File: src/design/ccl_pkg.sv
package ccl_pkg;
    localparam int CCL_NCH = 4;
    // command byte layout
    localparam int CMD_DIR_BIT = 7;
    localparam logic [6:0] IDX_DEBOUNCE = 7'h02;
    localparam logic [6:0] IDX_PIN_DATA = 7'h03;
    localparam logic [6:0] IDX_TX_SLOT = 7'h04;
    localparam logic [6:0] IDX_RX_SLOT = 7'h05;
    localparam logic [6:0] IDX_MON_LOW = 7'h06;
    localparam logic [6:0] IDX_MON_HIGH = 7'h07;
    localparam logic [6:0] IDX_POWER_GAIN = 7'h08;
    localparam logic [6:0] IDX_TONE = 7'h09;
    // debounce config fields
    localparam int DEB_OFFHOOK_LSB = 0;
    localparam int DEB_GROUNDKEY_LSB = 4;
    localparam logic [7:0] DEB_RST = 8'h00;
    // pin data fields
    localparam int PIN_SI1_BIT = 0;
    localparam int PIN_SI2_BIT = 1;
    localparam int PIN_SB_LSB = 2;
    localparam int PIN_SO1_BIT = 5;
    localparam int PIN_SO2_BIT = 6;
    localparam logic [1:0] PIN_SO_RST = 2'h0;
    // slot select fields
    localparam int SLOT_HWY_BIT = 7;
    localparam logic [7:0] SLOT_RST = 8'h00;
    // power and gain fields
    localparam int PG_PD_BIT = 7;
    localparam int PG_CUT_BIT = 6;
    localparam int PG_GAD_BIT = 5;
    localparam int PG_GDA_BIT = 4;
    localparam logic [3:0] PG_RST = 4'h8;
    // tone enable fields
    localparam int TONE_TONE_GEN_ZERO_ENABLE_BIT = 0;
    localparam int TONE_TONE_GEN_ONE_ENABLE_BIT = 1;
    localparam logic [3:0] TONE_RST = 4'h0;
    localparam logic [7:0] MON_HIGH_COMPANDED = 8'h00;
    localparam logic [7:0] RD_UNMAPPED = 8'h00;
    // debounce timing
    localparam int DEB_STEP_MS = 2;
    localparam int GK_MIN_FACTOR = 6;
    localparam int CLK_PERIOD_PS = 5000;
    localparam int MS_PS = 1000000000;
    localparam int MS_CYCLES = MS_PS / CLK_PERIOD_PS;
endpackage

File: src/design/ccl_regs.sv
`timescale 1ns/10ps
module ccl_regs
    import ccl_pkg::*;
#(
    parameter int NCH = CCL_NCH,
    parameter int MS_CYC = MS_CYCLES
) (
    input wire logic clk_sys,
    input wire logic rst,
    input wire logic cmd_valid,
    input wire logic [7:0] cmd_byte,
    input wire logic [1:0] cmd_chan,
    input wire logic [7:0] cmd_wdata,
    output logic [7:0] rd_data,
    output logic rd_valid,
    input wire logic [NCH-1:0] si1_pin,
    input wire logic [NCH-1:0] si2_pin,
    input wire logic [NCH*3-1:0] sb_in,
    input wire logic [NCH*3-1:0] sb_dir_out,
    input wire logic [NCH*3-1:0] sb_global_val,
    output logic [NCH*3-1:0] sb_out,
    output logic [NCH*3-1:0] sb_oe,
    output logic [NCH-1:0] so1_pin,
    output logic [NCH-1:0] so2_pin,
    output logic [NCH-1:0] si1_debounced,
    output logic [NCH-1:0] si2_debounced,
    input wire logic [NCH*16-1:0] tx_sample,
    input wire logic linear_mode,
    output logic [NCH*7-1:0] tx_slot,
    output logic [NCH-1:0] tx_hwy_two,
    output logic [NCH*7-1:0] rx_slot,
    output logic [NCH-1:0] rx_hwy_two,
    output logic [NCH-1:0] chan_power_down,
    output logic [NCH-1:0] rx_path_cutoff,
    output logic [NCH-1:0] adc_gain_plus6,
    output logic [NCH-1:0] dac_gain_minus6,
    output logic [NCH-1:0] tone_zero_en,
    output logic [NCH-1:0] tone_one_en
);
    localparam int MSW = (MS_CYC > 1) ? $clog2(MS_CYC) : 1;

    // channel select is two bits wide, tick counter needs at least one cycle
    generate
        if (NCH < 1 || NCH > 4) begin : g_bad_nch
            $error("ccl_regs: NCH must be 1 to 4");
        end
        if (MS_CYC < 1) begin : g_bad_ms
            $error("ccl_regs: MS_CYC must be at least 1");
        end
        // debounce counter saturates at FF, longest target must stay below it
        if (15 * DEB_STEP_MS * GK_MIN_FACTOR > 254) begin : g_bad_deb
            $error("ccl_regs: debounce target exceeds counter range");
        end
    endgenerate

    function automatic logic [7:0] deb_target(input logic [3:0] code, input logic gk);
        logic [7:0] t;
        t = 8'(code) * 8'(DEB_STEP_MS);
        if (gk) begin
            t = 8'(t * 8'(GK_MIN_FACTOR));
        end
        return t;
    endfunction

    logic [MSW-1:0] ms_cnt_r;
    logic ms_tick;
    logic cmd_wr;
    logic cmd_rd;
    logic [6:0] cmd_idx;

    logic [7:0] deb_cfg_r [NCH];
    logic [1:0] so_r [NCH];
    logic [7:0] tx_sel_r [NCH];
    logic [7:0] rx_sel_r [NCH];
    logic [3:0] pg_r [NCH];
    logic [3:0] tone_r [NCH];
    logic [7:0] pin_view [NCH];
    logic [7:0] rd_data_nxt;

    // command decode
    assign cmd_wr = cmd_byte[CMD_DIR_BIT];
    assign cmd_idx = cmd_byte[6:0];
    assign cmd_rd = cmd_valid && !cmd_wr;

    // millisecond tick
    assign ms_tick = (ms_cnt_r == MSW'(MS_CYC - 1));
    always_ff @(posedge clk_sys) begin
        if (rst || ms_tick) begin
            ms_cnt_r <= '0;
        end else begin
            ms_cnt_r <= ms_cnt_r + 1'b1;
        end
    end

    genvar c, b;
    generate
        for (c = 0; c < NCH; c++) begin : g_ch
            logic sel;
            logic [1:0] si_s1_r;
            logic [1:0] si_s2_r;
            logic [2:0] sb_s1_r;
            logic [2:0] sb_s2_r;
            logic [1:0] deb_r;
            logic [7:0] deb_cnt_r [2];
            logic [2:0] sb_val;

            assign sel = cmd_valid && cmd_wr && (cmd_chan == 2'(c));

            // debounce config
            always_ff @(posedge clk_sys) begin
                if (rst) begin
                    deb_cfg_r[c] <= DEB_RST;
                end else if (sel && cmd_idx == IDX_DEBOUNCE) begin
                    deb_cfg_r[c] <= cmd_wdata;
                end
            end

            // pin data: bidir bits are not stored, outputs come from global regs
            always_ff @(posedge clk_sys) begin
                if (rst) begin
                    so_r[c] <= PIN_SO_RST;
                end else if (sel && cmd_idx == IDX_PIN_DATA) begin
                    so_r[c] <= {cmd_wdata[PIN_SO2_BIT], cmd_wdata[PIN_SO1_BIT]};
                end
            end

            // transmit slot and highway
            always_ff @(posedge clk_sys) begin
                if (rst) begin
                    tx_sel_r[c] <= SLOT_RST;
                end else if (sel && cmd_idx == IDX_TX_SLOT) begin
                    tx_sel_r[c] <= cmd_wdata;
                end
            end

            // receive slot and highway
            always_ff @(posedge clk_sys) begin
                if (rst) begin
                    rx_sel_r[c] <= SLOT_RST;
                end else if (sel && cmd_idx == IDX_RX_SLOT) begin
                    rx_sel_r[c] <= cmd_wdata;
                end
            end

            // power and gain: low nibble expected zero and reads back zero
            always_ff @(posedge clk_sys) begin
                if (rst) begin
                    pg_r[c] <= PG_RST;
                end else if (sel && cmd_idx == IDX_POWER_GAIN) begin
                    pg_r[c] <= cmd_wdata[7:4];
                end
            end

            // tone enables: bits 3:2 expected high and read back as written
            always_ff @(posedge clk_sys) begin
                if (rst) begin
                    tone_r[c] <= TONE_RST;
                end else if (sel && cmd_idx == IDX_TONE) begin
                    tone_r[c] <= cmd_wdata[3:0];
                end
            end

            // signalling input synchronisers
            always_ff @(posedge clk_sys) begin
                if (rst) begin
                    si_s1_r <= 2'h0;
                    si_s2_r <= 2'h0;
                end else begin
                    si_s1_r <= {si2_pin[c], si1_pin[c]};
                    si_s2_r <= si_s1_r;
                end
            end

            // bidir pin input synchronisers
            always_ff @(posedge clk_sys) begin
                if (rst) begin
                    sb_s1_r <= 3'h0;
                    sb_s2_r <= 3'h0;
                end else begin
                    sb_s1_r <= sb_in[c*3 +: 3];
                    sb_s2_r <= sb_s1_r;
                end
            end

            // debounce of the two signalling inputs
            for (b = 0; b < 2; b++) begin : g_deb
                logic [7:0] target;
                assign target = deb_target(
                    deb_cfg_r[c][(b == 0 ? DEB_OFFHOOK_LSB : DEB_GROUNDKEY_LSB) +: 4],
                    (b == 1));
                // count must pass the target so the full programmed time elapses
                always_ff @(posedge clk_sys) begin
                    if (rst) begin
                        deb_r[b] <= 1'b0;
                        deb_cnt_r[b] <= 8'h00;
                    end else if (si_s2_r[b] == deb_r[b]) begin
                        deb_cnt_r[b] <= 8'h00;
                    end else if (target == 8'h00 || deb_cnt_r[b] > target) begin
                        deb_r[b] <= si_s2_r[b];
                        deb_cnt_r[b] <= 8'h00;
                    end else if (ms_tick && deb_cnt_r[b] != 8'hFF) begin
                        deb_cnt_r[b] <= deb_cnt_r[b] + 8'h01;
                    end
                end
            end

            // bidir pin drive and readback
            for (b = 0; b < 3; b++) begin : g_sb
                always_ff @(posedge clk_sys) begin
                    if (rst) begin
                        sb_out[c*3+b] <= 1'b0;
                        sb_oe[c*3+b] <= 1'b0;
                    end else begin
                        sb_out[c*3+b] <= sb_global_val[c*3+b];
                        sb_oe[c*3+b] <= sb_dir_out[c*3+b];
                    end
                end
                assign sb_val[b] = sb_dir_out[c*3+b] ? sb_out[c*3+b] : sb_s2_r[b];
            end

            assign pin_view[c] = {1'b0, so_r[c][1], so_r[c][0], sb_val,
                                  deb_r[1], deb_r[0]};

            assign so1_pin[c] = so_r[c][0];
            assign so2_pin[c] = so_r[c][1];
            assign si1_debounced[c] = deb_r[PIN_SI1_BIT];
            assign si2_debounced[c] = deb_r[PIN_SI2_BIT];
            assign tx_slot[c*7 +: 7] = tx_sel_r[c][6:0];
            assign tx_hwy_two[c] = tx_sel_r[c][SLOT_HWY_BIT];
            assign rx_slot[c*7 +: 7] = rx_sel_r[c][6:0];
            assign rx_hwy_two[c] = rx_sel_r[c][SLOT_HWY_BIT];
            assign chan_power_down[c] = pg_r[c][PG_PD_BIT-4];
            assign rx_path_cutoff[c] = pg_r[c][PG_CUT_BIT-4];
            assign adc_gain_plus6[c] = pg_r[c][PG_GAD_BIT-4];
            assign dac_gain_minus6[c] = pg_r[c][PG_GDA_BIT-4];
            assign tone_zero_en[c] = tone_r[c][TONE_TONE_GEN_ZERO_ENABLE_BIT];
            assign tone_one_en[c] = tone_r[c][TONE_TONE_GEN_ONE_ENABLE_BIT];
        end
    endgenerate

    // read mux
    always_comb begin
        int ch;
        logic [15:0] smp;
        ch = 0;
        smp = 16'h0000;
        rd_data_nxt = RD_UNMAPPED;
        // channels beyond NCH read as unmapped
        if (int'(cmd_chan) < NCH) begin
            ch = int'(cmd_chan);
            smp = tx_sample[ch*16 +: 16];
            case (cmd_idx)
                IDX_DEBOUNCE: rd_data_nxt = deb_cfg_r[ch];
                IDX_PIN_DATA: rd_data_nxt = pin_view[ch];
                IDX_TX_SLOT: rd_data_nxt = tx_sel_r[ch];
                IDX_RX_SLOT: rd_data_nxt = rx_sel_r[ch];
                IDX_MON_LOW: rd_data_nxt = smp[7:0];
                IDX_MON_HIGH: rd_data_nxt = linear_mode ? smp[15:8]
                                                        : MON_HIGH_COMPANDED;
                IDX_POWER_GAIN: rd_data_nxt = {pg_r[ch], 4'h0};
                IDX_TONE: rd_data_nxt = {4'h0, tone_r[ch]};
                default: rd_data_nxt = RD_UNMAPPED;
            endcase
        end
    end

    // read strobe, one cycle after the command
    always_ff @(posedge clk_sys) begin
        if (rst) begin
            rd_valid <= 1'b0;
        end else begin
            rd_valid <= cmd_rd;
        end
    end

    // read data holds until the next read
    always_ff @(posedge clk_sys) begin
        if (rst) begin
            rd_data <= 8'h00;
        end else if (cmd_rd) begin
            rd_data <= rd_data_nxt;
        end
    end
endmodule // ccl_regs

File: config.mk
export PLATFORM = sky130hd
export DESIGN_NAME = ccl_regs
export DESIGN_NICKNAME = d
export VERILOG_FILES = /design/src/design/ccl_pkg.sv /design/src/design/ccl_regs.sv
export SDC_FILE = /design/constraint.sdc
export NUM_CORES = 1
export LEC_CHECK = 0
export BUFFER_PORTS_ARGS = -buffer_cell sky130_fd_sc_hd__clkbuf_2
export CAP_MARGIN = 20
export CORE_AREA = 4 4 255 207
export DETAILED_ROUTE_END_ITERATION = 10
export DIE_AREA = 0 0 259 211
export PLACE_DENSITY = 0.59
export SLEW_MARGIN = 20
export SYNTH_ARGS = -nofsm -noshare
export SYNTH_HDL_FRONTEND = slang
export SYNTH_SLANG_ARGS = --single-unit
File: constraint.sdc
create_clock -name clk_sys -period 3.7 [get_ports clk_sys]
set_input_delay 0.185 -clock clk_sys [delete_from_list [all_inputs] [get_ports clk_sys]]
set_output_delay 0.185 -clock clk_sys [all_outputs]
set_load 0.005 [all_outputs]
==> out/results.ini, run 1 <==
[worst_setup_path]
end_kind=flop
worstSetupPathType=reg2reg
rr_endpoint=g_ch[3].deb_cnt_r[1][3]$_SDFFCE_PN0P_
arrival_ns=3.43
reg2reg_from=deb_cfg_r[3][6]$_SDFFCE_PN0P_
crit_fanout=9
crit_start=deb_cfg_r[3][6]$_SDFFCE_PN0P_
cp-start-kind=flop
required_ns=3.93
ff2ff_setup_slack_ns=0.50
r2r_cells=11

[power_and_ir_drop]
powerDensity_nw_per_um2=409
internal_power_mw=5.87
netSwitchingPower_mw=1.85
clockPowerShare=0.401
pwr-share-seq=0.492
pwr-share-comb=0.107
swShare=0.240
ir_drop_mv=0.334
p_leak_nw=7.71

[hold_path]
min_to=g_ch[0].si_s2_r[1]$_SDFF_PP0_
hp-class=in2reg
whs_path_depth=2
hp-start=rst

[yosys]
synth_cell_types=68
yosys-top-cells-area=edfxtp_1 (39%), dfxtp_1 (13%), mux4_2 (8.0%), ha_1 (5.9%), and3_1 (4.5%)
synth_area_per_cell_um2=11.7
synth_cells=1314
synth_top_area_frac=0.390
synth_edf_count=200
synth_seq_cells=299
synth_largest_area_cell=edfxtp_1
seq_area_frac_synth=0.518
async_flop_share=0
synth_ff_type=edfxtp_1
syn_area_um2=15400
ys_warn_count=0

[detailed_routing]
detail_route.wl_per_cell_um=19.3
postRouteAntennaNets=0
drt_pass1_iterations=5
vias=11500
via_per_inst=4.96
drt-total-wl_um=44800
drtIter0Drc=1025
drcViolationCount=0

[clock_network]
cts_resized=0
cts_tree=yes
max-clock-path-buffers=3
ctsHtreeMaxLevel=1
clkTransAtPathRegs_ns=0.06
cts.sinks=299
numCtsBuffers=30
cts_root_buf=clkbuf_16
clk_latency_ns=0.57

[die]
die_w_um=259
fp.dieH_um=211
start_util=0.305
num_rows=74
die_area_um2=54600
fp.coreArea_um2=50500
pin_count=267

[final_layout]
diodes=0
most-common-layout-cells=clkbuf_2 (263), edfxtp_1 (200), nor2_1 (112)
final_core_util=0.374
layout_commonest_cell=clkbuf_2
instances_no_fill=2319
drive_gt1_frac=0.255
fillers=4903
final_nets=1818
multi_input_area_um2=6780
areaGrowthSynthToFinish_pct=22.6
area.sequential_um2=7990
stdcell_area_um2=18900

[global_route]
grt-ovfl-total=0
grt_max_degree=68
antenna_found_initial=0
grt_pass1_wl_um=67300
track_usage=0.156
grt_pass1_vias=11300

[sta]
setup_slack_ns=0.496
fmax_mhz=312
final_hold_viol_count=0
fin_crit_sh=0.866
rsz0062_at_grt=false
setup_tns_ns=0
fin_crit_ns=3.20
skew_ns=0.0136
slew_violations=0
final-setup-viol-count=0
worstMarginPinSlew_ns=0.992
maxSlewHeadroom=0.339

[placed_design]
dp_worst_setup_slack_ns=0.513
hpwl_um=33600
place_area_um2=17500
port_buffers=266
placed_cells=2219
gp_congestion=0.860

[run]
cap_violations=0

[status]
status=complete, no violations

[metrics by stage]
| stage | hold WS (ns) | total power [mW] |
|---|---|---|
| after CTS | 0.149 | 7.81 |
| after floorplan | 0.313 | 4.30 |
| after global routing | 0.180 | 8.03 |
| after detailed placement | 0.399 | 4.66 |
| final | 0.179 | 7.73 |
| after global placement | 0.394 | 4.64 |
[logic make-up (layout without fill, tap and decap cells)]
| group | count (synthesis) | after routing | share of synthesized area |
|---|---|---|---|
| muxes | 77 | 77 | 0.0948 |
| AOI/OAI and AO/OA | 121 | 121 | 0.0571 |
| xor gates and xnor gates | 73 | 73 | 0.0415 |
| buffers and inverters | 153 | 467 | 0.0431 |
| adders and majority gates | 77 | 77 | 0.0645 |
| and+or+nand+nor | 513 | 513 | 0.180 |
| other | 1 | 8 | 0.000243 |
| DFF | 299 | 299 | 0.518 |
[worst max path at each step]
stage,to,slack [ns],depth (start not counted)
after floorplan,g_ch[0].deb_cnt_r[1][0]$_SDFFCE_PN0P_,0.69,10
after global placement,g_ch[1].deb_cnt_r[1][0]$_SDFFCE_PN0P_,0.64,11
after detailed placement,g_ch[3].deb_cnt_r[1][1]$_SDFFCE_PN0P_,0.51,11
after CTS,g_ch[3].deb_cnt_r[1][0]$_SDFFCE_PN0P_,0.48,11
final,g_ch[3].deb_cnt_r[1][3]$_SDFFCE_PN0P_,0.50,11
after global routing,g_ch[3].deb_cnt_r[1][2]$_SDFFCE_PN0P_,0.27,11
[final cells by class]
| type | count | share of cell area |
|---|---|---|
| Timing Repair Buffer | 339 | 0.106 |
| Sequential cell | 299 | 0.423 |
| Tap cell | 684 | 0.0453 |
| Clock inverter | 14 | 0.00662 |
| Clock buffer | 42 | 0.0465 |
| Multi-Input combinational cell | 869 | 0.359 |
| Inverter | 72 | 0.0143 |
[power by group through the flow]
stage	clock network, mW	registers [mW]	logic, mW
6_report	3.10	3.80	0.826
5_1_grt	3.31	3.82	0.900
4_1_cts	3.17	3.80	0.829
3_5_place_dp	0	3.88	0.786
3_3_place_gp	0	3.87	0.768
2_1_floorplan	0	3.84	0.462
[Yosys cell counts (8+ instances only)]
master    instances
edfxtp_1        200
nor2_1          112
and3_1          111
dfxtp_1          99
ha_1             73
inv_1            72
nor2b_1          69
nand2_1          58
mux4_2           55
clkbuf_1         48
nand3_1          43
nor3_1           42
xnor2_1          37
xor2_1           36
a21oi_1          28
o21bai_1         23
nand2b_1         21
mux2i_1          20
a22oi_1          16
nand4_1          15
buf_4            13
buf_2            12
o21a_1            8
[routing by layer]
metal | global-route usage | vias to the layer above | part of all wire
li1 | - | 5371 | -
met1 | 0.234 | 5710 | 0.47
met2 | 0.243 | 368 | 0.45
met3 | 0.0262 | 52 | 0.066
met4 | 0.0260 | 0 | 0.017
met5 | 0 | - | 0
[flip-flops by register name (all words and copies together) (netlist names)]
register        flops
deb_cfg_r          32
si2_debounced       4
rx_sel_r           32
so_r                8
g_ch.sb_s2_r       12
ms_cnt_r           18
rd_valid            1
rd_data             8
tone_r             16
si1_debounced       4
g_ch.sb_s1_r       12
pg_r               16
g_ch.si_s2_r        8
g_ch.deb_cnt_r     64
tx_sel_r           32
g_ch.si_s1_r        8
sb_out             12
sb_oe              12
[repair_timing]
action                     4_1_cts  5_1_grt
buffers inserted                 0        0
hold endpoints to repair        44        0
setup endpoints to repair        0        0
hold buffers                    44        0
[critical path, cell delays in order, from the launching register on]
cell and delay [ns]:
edfxtp_1 0.43, inv_1 0.14, ha_1 0.27, o21bai_1 0.19
xor2_1 0.27, inv_1 0.08, ha_1 0.31, nand4_1 0.13
o221a_2 0.32, o221ai_1 0.19, buf_4 0.19, nand2b_1 0.33
(Power assumes the default switching activity.)
==> run 2: changes to the inputs <==
Settings changed: CAP_MARGIN 20 to 30, CORE_AREA 4 4 255 207 to 4 4 202 204, DIE_AREA 0 0 259 211 to 0 0 206 208, PLACE_DENSITY 0.59 to 0.7.
==> run 2 against run 1 <==
Net effect:
- clock-buffer cell count increased by 9
- sequential power about the same
- final area decreased by 0.91%
- total power increased by 2.0%
- sequential share of layout area increased by 0.39 points
- highest routed layer unchanged
- fmax decreased by 2.5%
- utilization increased by 10 points
- global-route usage increased by 4.5 points
- worst setup slack got worse by 0.082 ns
- wire length decreased by 0.71%
==> out/results.ini, run 2 (synthesized netlist as in run 1, its figures left out) <==
[clock_network]
cts_tree=yes
cts_setup_buffers=0
ctsHtreeMaxLevel=2
clkTransAtPathRegs_ns=0.06
cts_resized=0
clk_latency_ns=0.52
max-clock-path-buffers=3
cts_root_buf=clkbuf_16
cts.sinks=299
numCtsBuffers=35

[status]
status=complete, no violations

[sta]
fmax_mhz=304
maxSlewHeadroom=0.405
fin_crit_ns=3.29
final-setup-viol-count=0
setup_slack_ns=0.414
setup_tns_ns=0
worstMarginPinSlew_ns=0.890
fin_crit_sh=0.888
skew_ns=0.0169
final_hold_viol_count=0
slew_violations=0
rsz0062_at_grt=false

[final_layout]
final_nets=1817
areaGrowthSynthToFinish_pct=21.5
drive_gt1_frac=0.254
instances_no_fill=2161
regMostFlops=g_ch.deb_cnt_r
diodes=0
layout_commonest_cell=clkbuf_2
most-common-layout-cells=clkbuf_2 (267), edfxtp_1 (200), nor2_1 (112)
largest_register_ff_count=64

[worst_setup_path]
cp-start-kind=flop
arrival_ns=3.46
end_kind=flop
required_ns=3.87
crit_fanout=9
worstSetupPathType=reg2reg

[placed_design]
hpwl_um=32500
port_buffers=266
dp_worst_setup_slack_ns=0.516
placed_cells=2054
gp_congestion=0.892

[die]
num_rows=73
start_util=0.392
die_w_um=206
fp.coreArea_um2=39300
pin_count=267
fp.dieH_um=208
die_area_um2=42800

[detailed_routing]
drtIter0Drc=874
drcViolationCount=0
drt-total-wl_um=44500
postRouteAntennaNets=0
detail_route.wl_per_cell_um=20.6
drt_pass1_iterations=5
via_per_inst=5.38
vias=11600

[power_and_ir_drop]
powerDensity_nw_per_um2=421
ir_drop_mv=0.366
fin_total_pwr_mw=7.88
p_leak_nw=7.72

[run]
cap_violations=0

[global_route]
grt_pass1_wl_um=67600
grt_pass1_vias=11800
grt_max_degree=78
antenna_found_initial=2
track_usage=0.202
grt-ovfl-total=0

[hold_path]
hp-class=in2reg

## run 2: cell types whose count changed in the layout (fill, tap and decap cells not counted), moves of 3 or more
cell / previous run / this run
buf_4: 32 / 25
clkbuf_2: 263 / 267
clkinv_2: 7 / 3
clkbuf_16: 32 / 35
## run 2: critical path, cell delays in order (launching register included)
cell	delay, ns
edfxtp_1	0.44
inv_1	0.14
ha_1	0.27
o21bai_1	0.24
xor2_1	0.31
inv_1	0.08
ha_1	0.31
nand4_1	0.13
o221a_2	0.32
o221ai_1	0.19
buf_4	0.19
nand2b_1	0.33
## run 2: timing repair
action / CTS / global route
endpoints found under the setup margin: 0 / 0
hold endpoints to repair: 44 / 0
hold buffers: 44 / 0
## run 2: area by class of cell
class | instances | area [um2]
fill | 3561 | 20600
sequential | 299 | 7990
multi-input combinational | 869 | 6780
timing repair buffer | 333 | 1950
clock buffer | 51 | 991
tap | 525 | 657
inverter | 72 | 270
clock inverter | 12 | 86.3
## run 2: per-stage QoR
| step | instance area [um2] | utilization | hold slack [ns] |
|---|---|---|---|
| 5_1_grt | 18700 | 0.477 | 0.238 |
| 3_3_place_gp | 17200 | 0.438 | 0.395 |
| 2_1_floorplan | 15400 | - | 0.313 |
| 4_1_cts | 18700 | 0.477 | 0.207 |
| 6_report | 18700 | 0.477 | 0.218 |
| 3_5_place_dp | 17200 | 0.438 | 0.398 |
## run 2: layer usage
metal	vias up	share of wire	GRT usage	routed length, um
met5	-	0	0	0
met4	0	0.030	0.0638	1330
met3	88	0.10	0.0633	4480
met2	526	0.47	0.330	21000
met1	5641	0.40	0.255	17600
li1	5366	-	-	-
## run 2: worst paths after layout
kind | startpoint | endpoint | slack, ns | cells past startpoint
worst max-delay path | deb_cfg_r[3][6]$_SDFFCE_PN0P_ | g_ch[3].deb_cnt_r[1][5]$_SDFFCE_PN0P_ | 0.41 | 11
worst min-delay path | rst | si1_debounced[0]$_SDFFE_PP0P_ | 0.22 | 2
worst max register to register | deb_cfg_r[3][6]$_SDFFCE_PN0P_ | g_ch[3].deb_cnt_r[1][5]$_SDFFCE_PN0P_ | 0.41 | 11
worst min register to register | g_ch[0].sb_s1_r[2]$_SDFF_PP0_ | g_ch[0].sb_s2_r[2]$_SDFF_PP0_ | 0.44 | 1
## run 2: power by group
group / total [mW] / leakage (nW) / internal, mW / switching, mW
Clock: 3.26 / 0.535 / 1.88 / 1.38
Sequential: 3.80 / 2.87 / 3.70 / 0.107
Combinational: 0.824 / 4.32 / 0.383 / 0.441
Total: 7.88 / 7.72 / 5.96 / 1.93
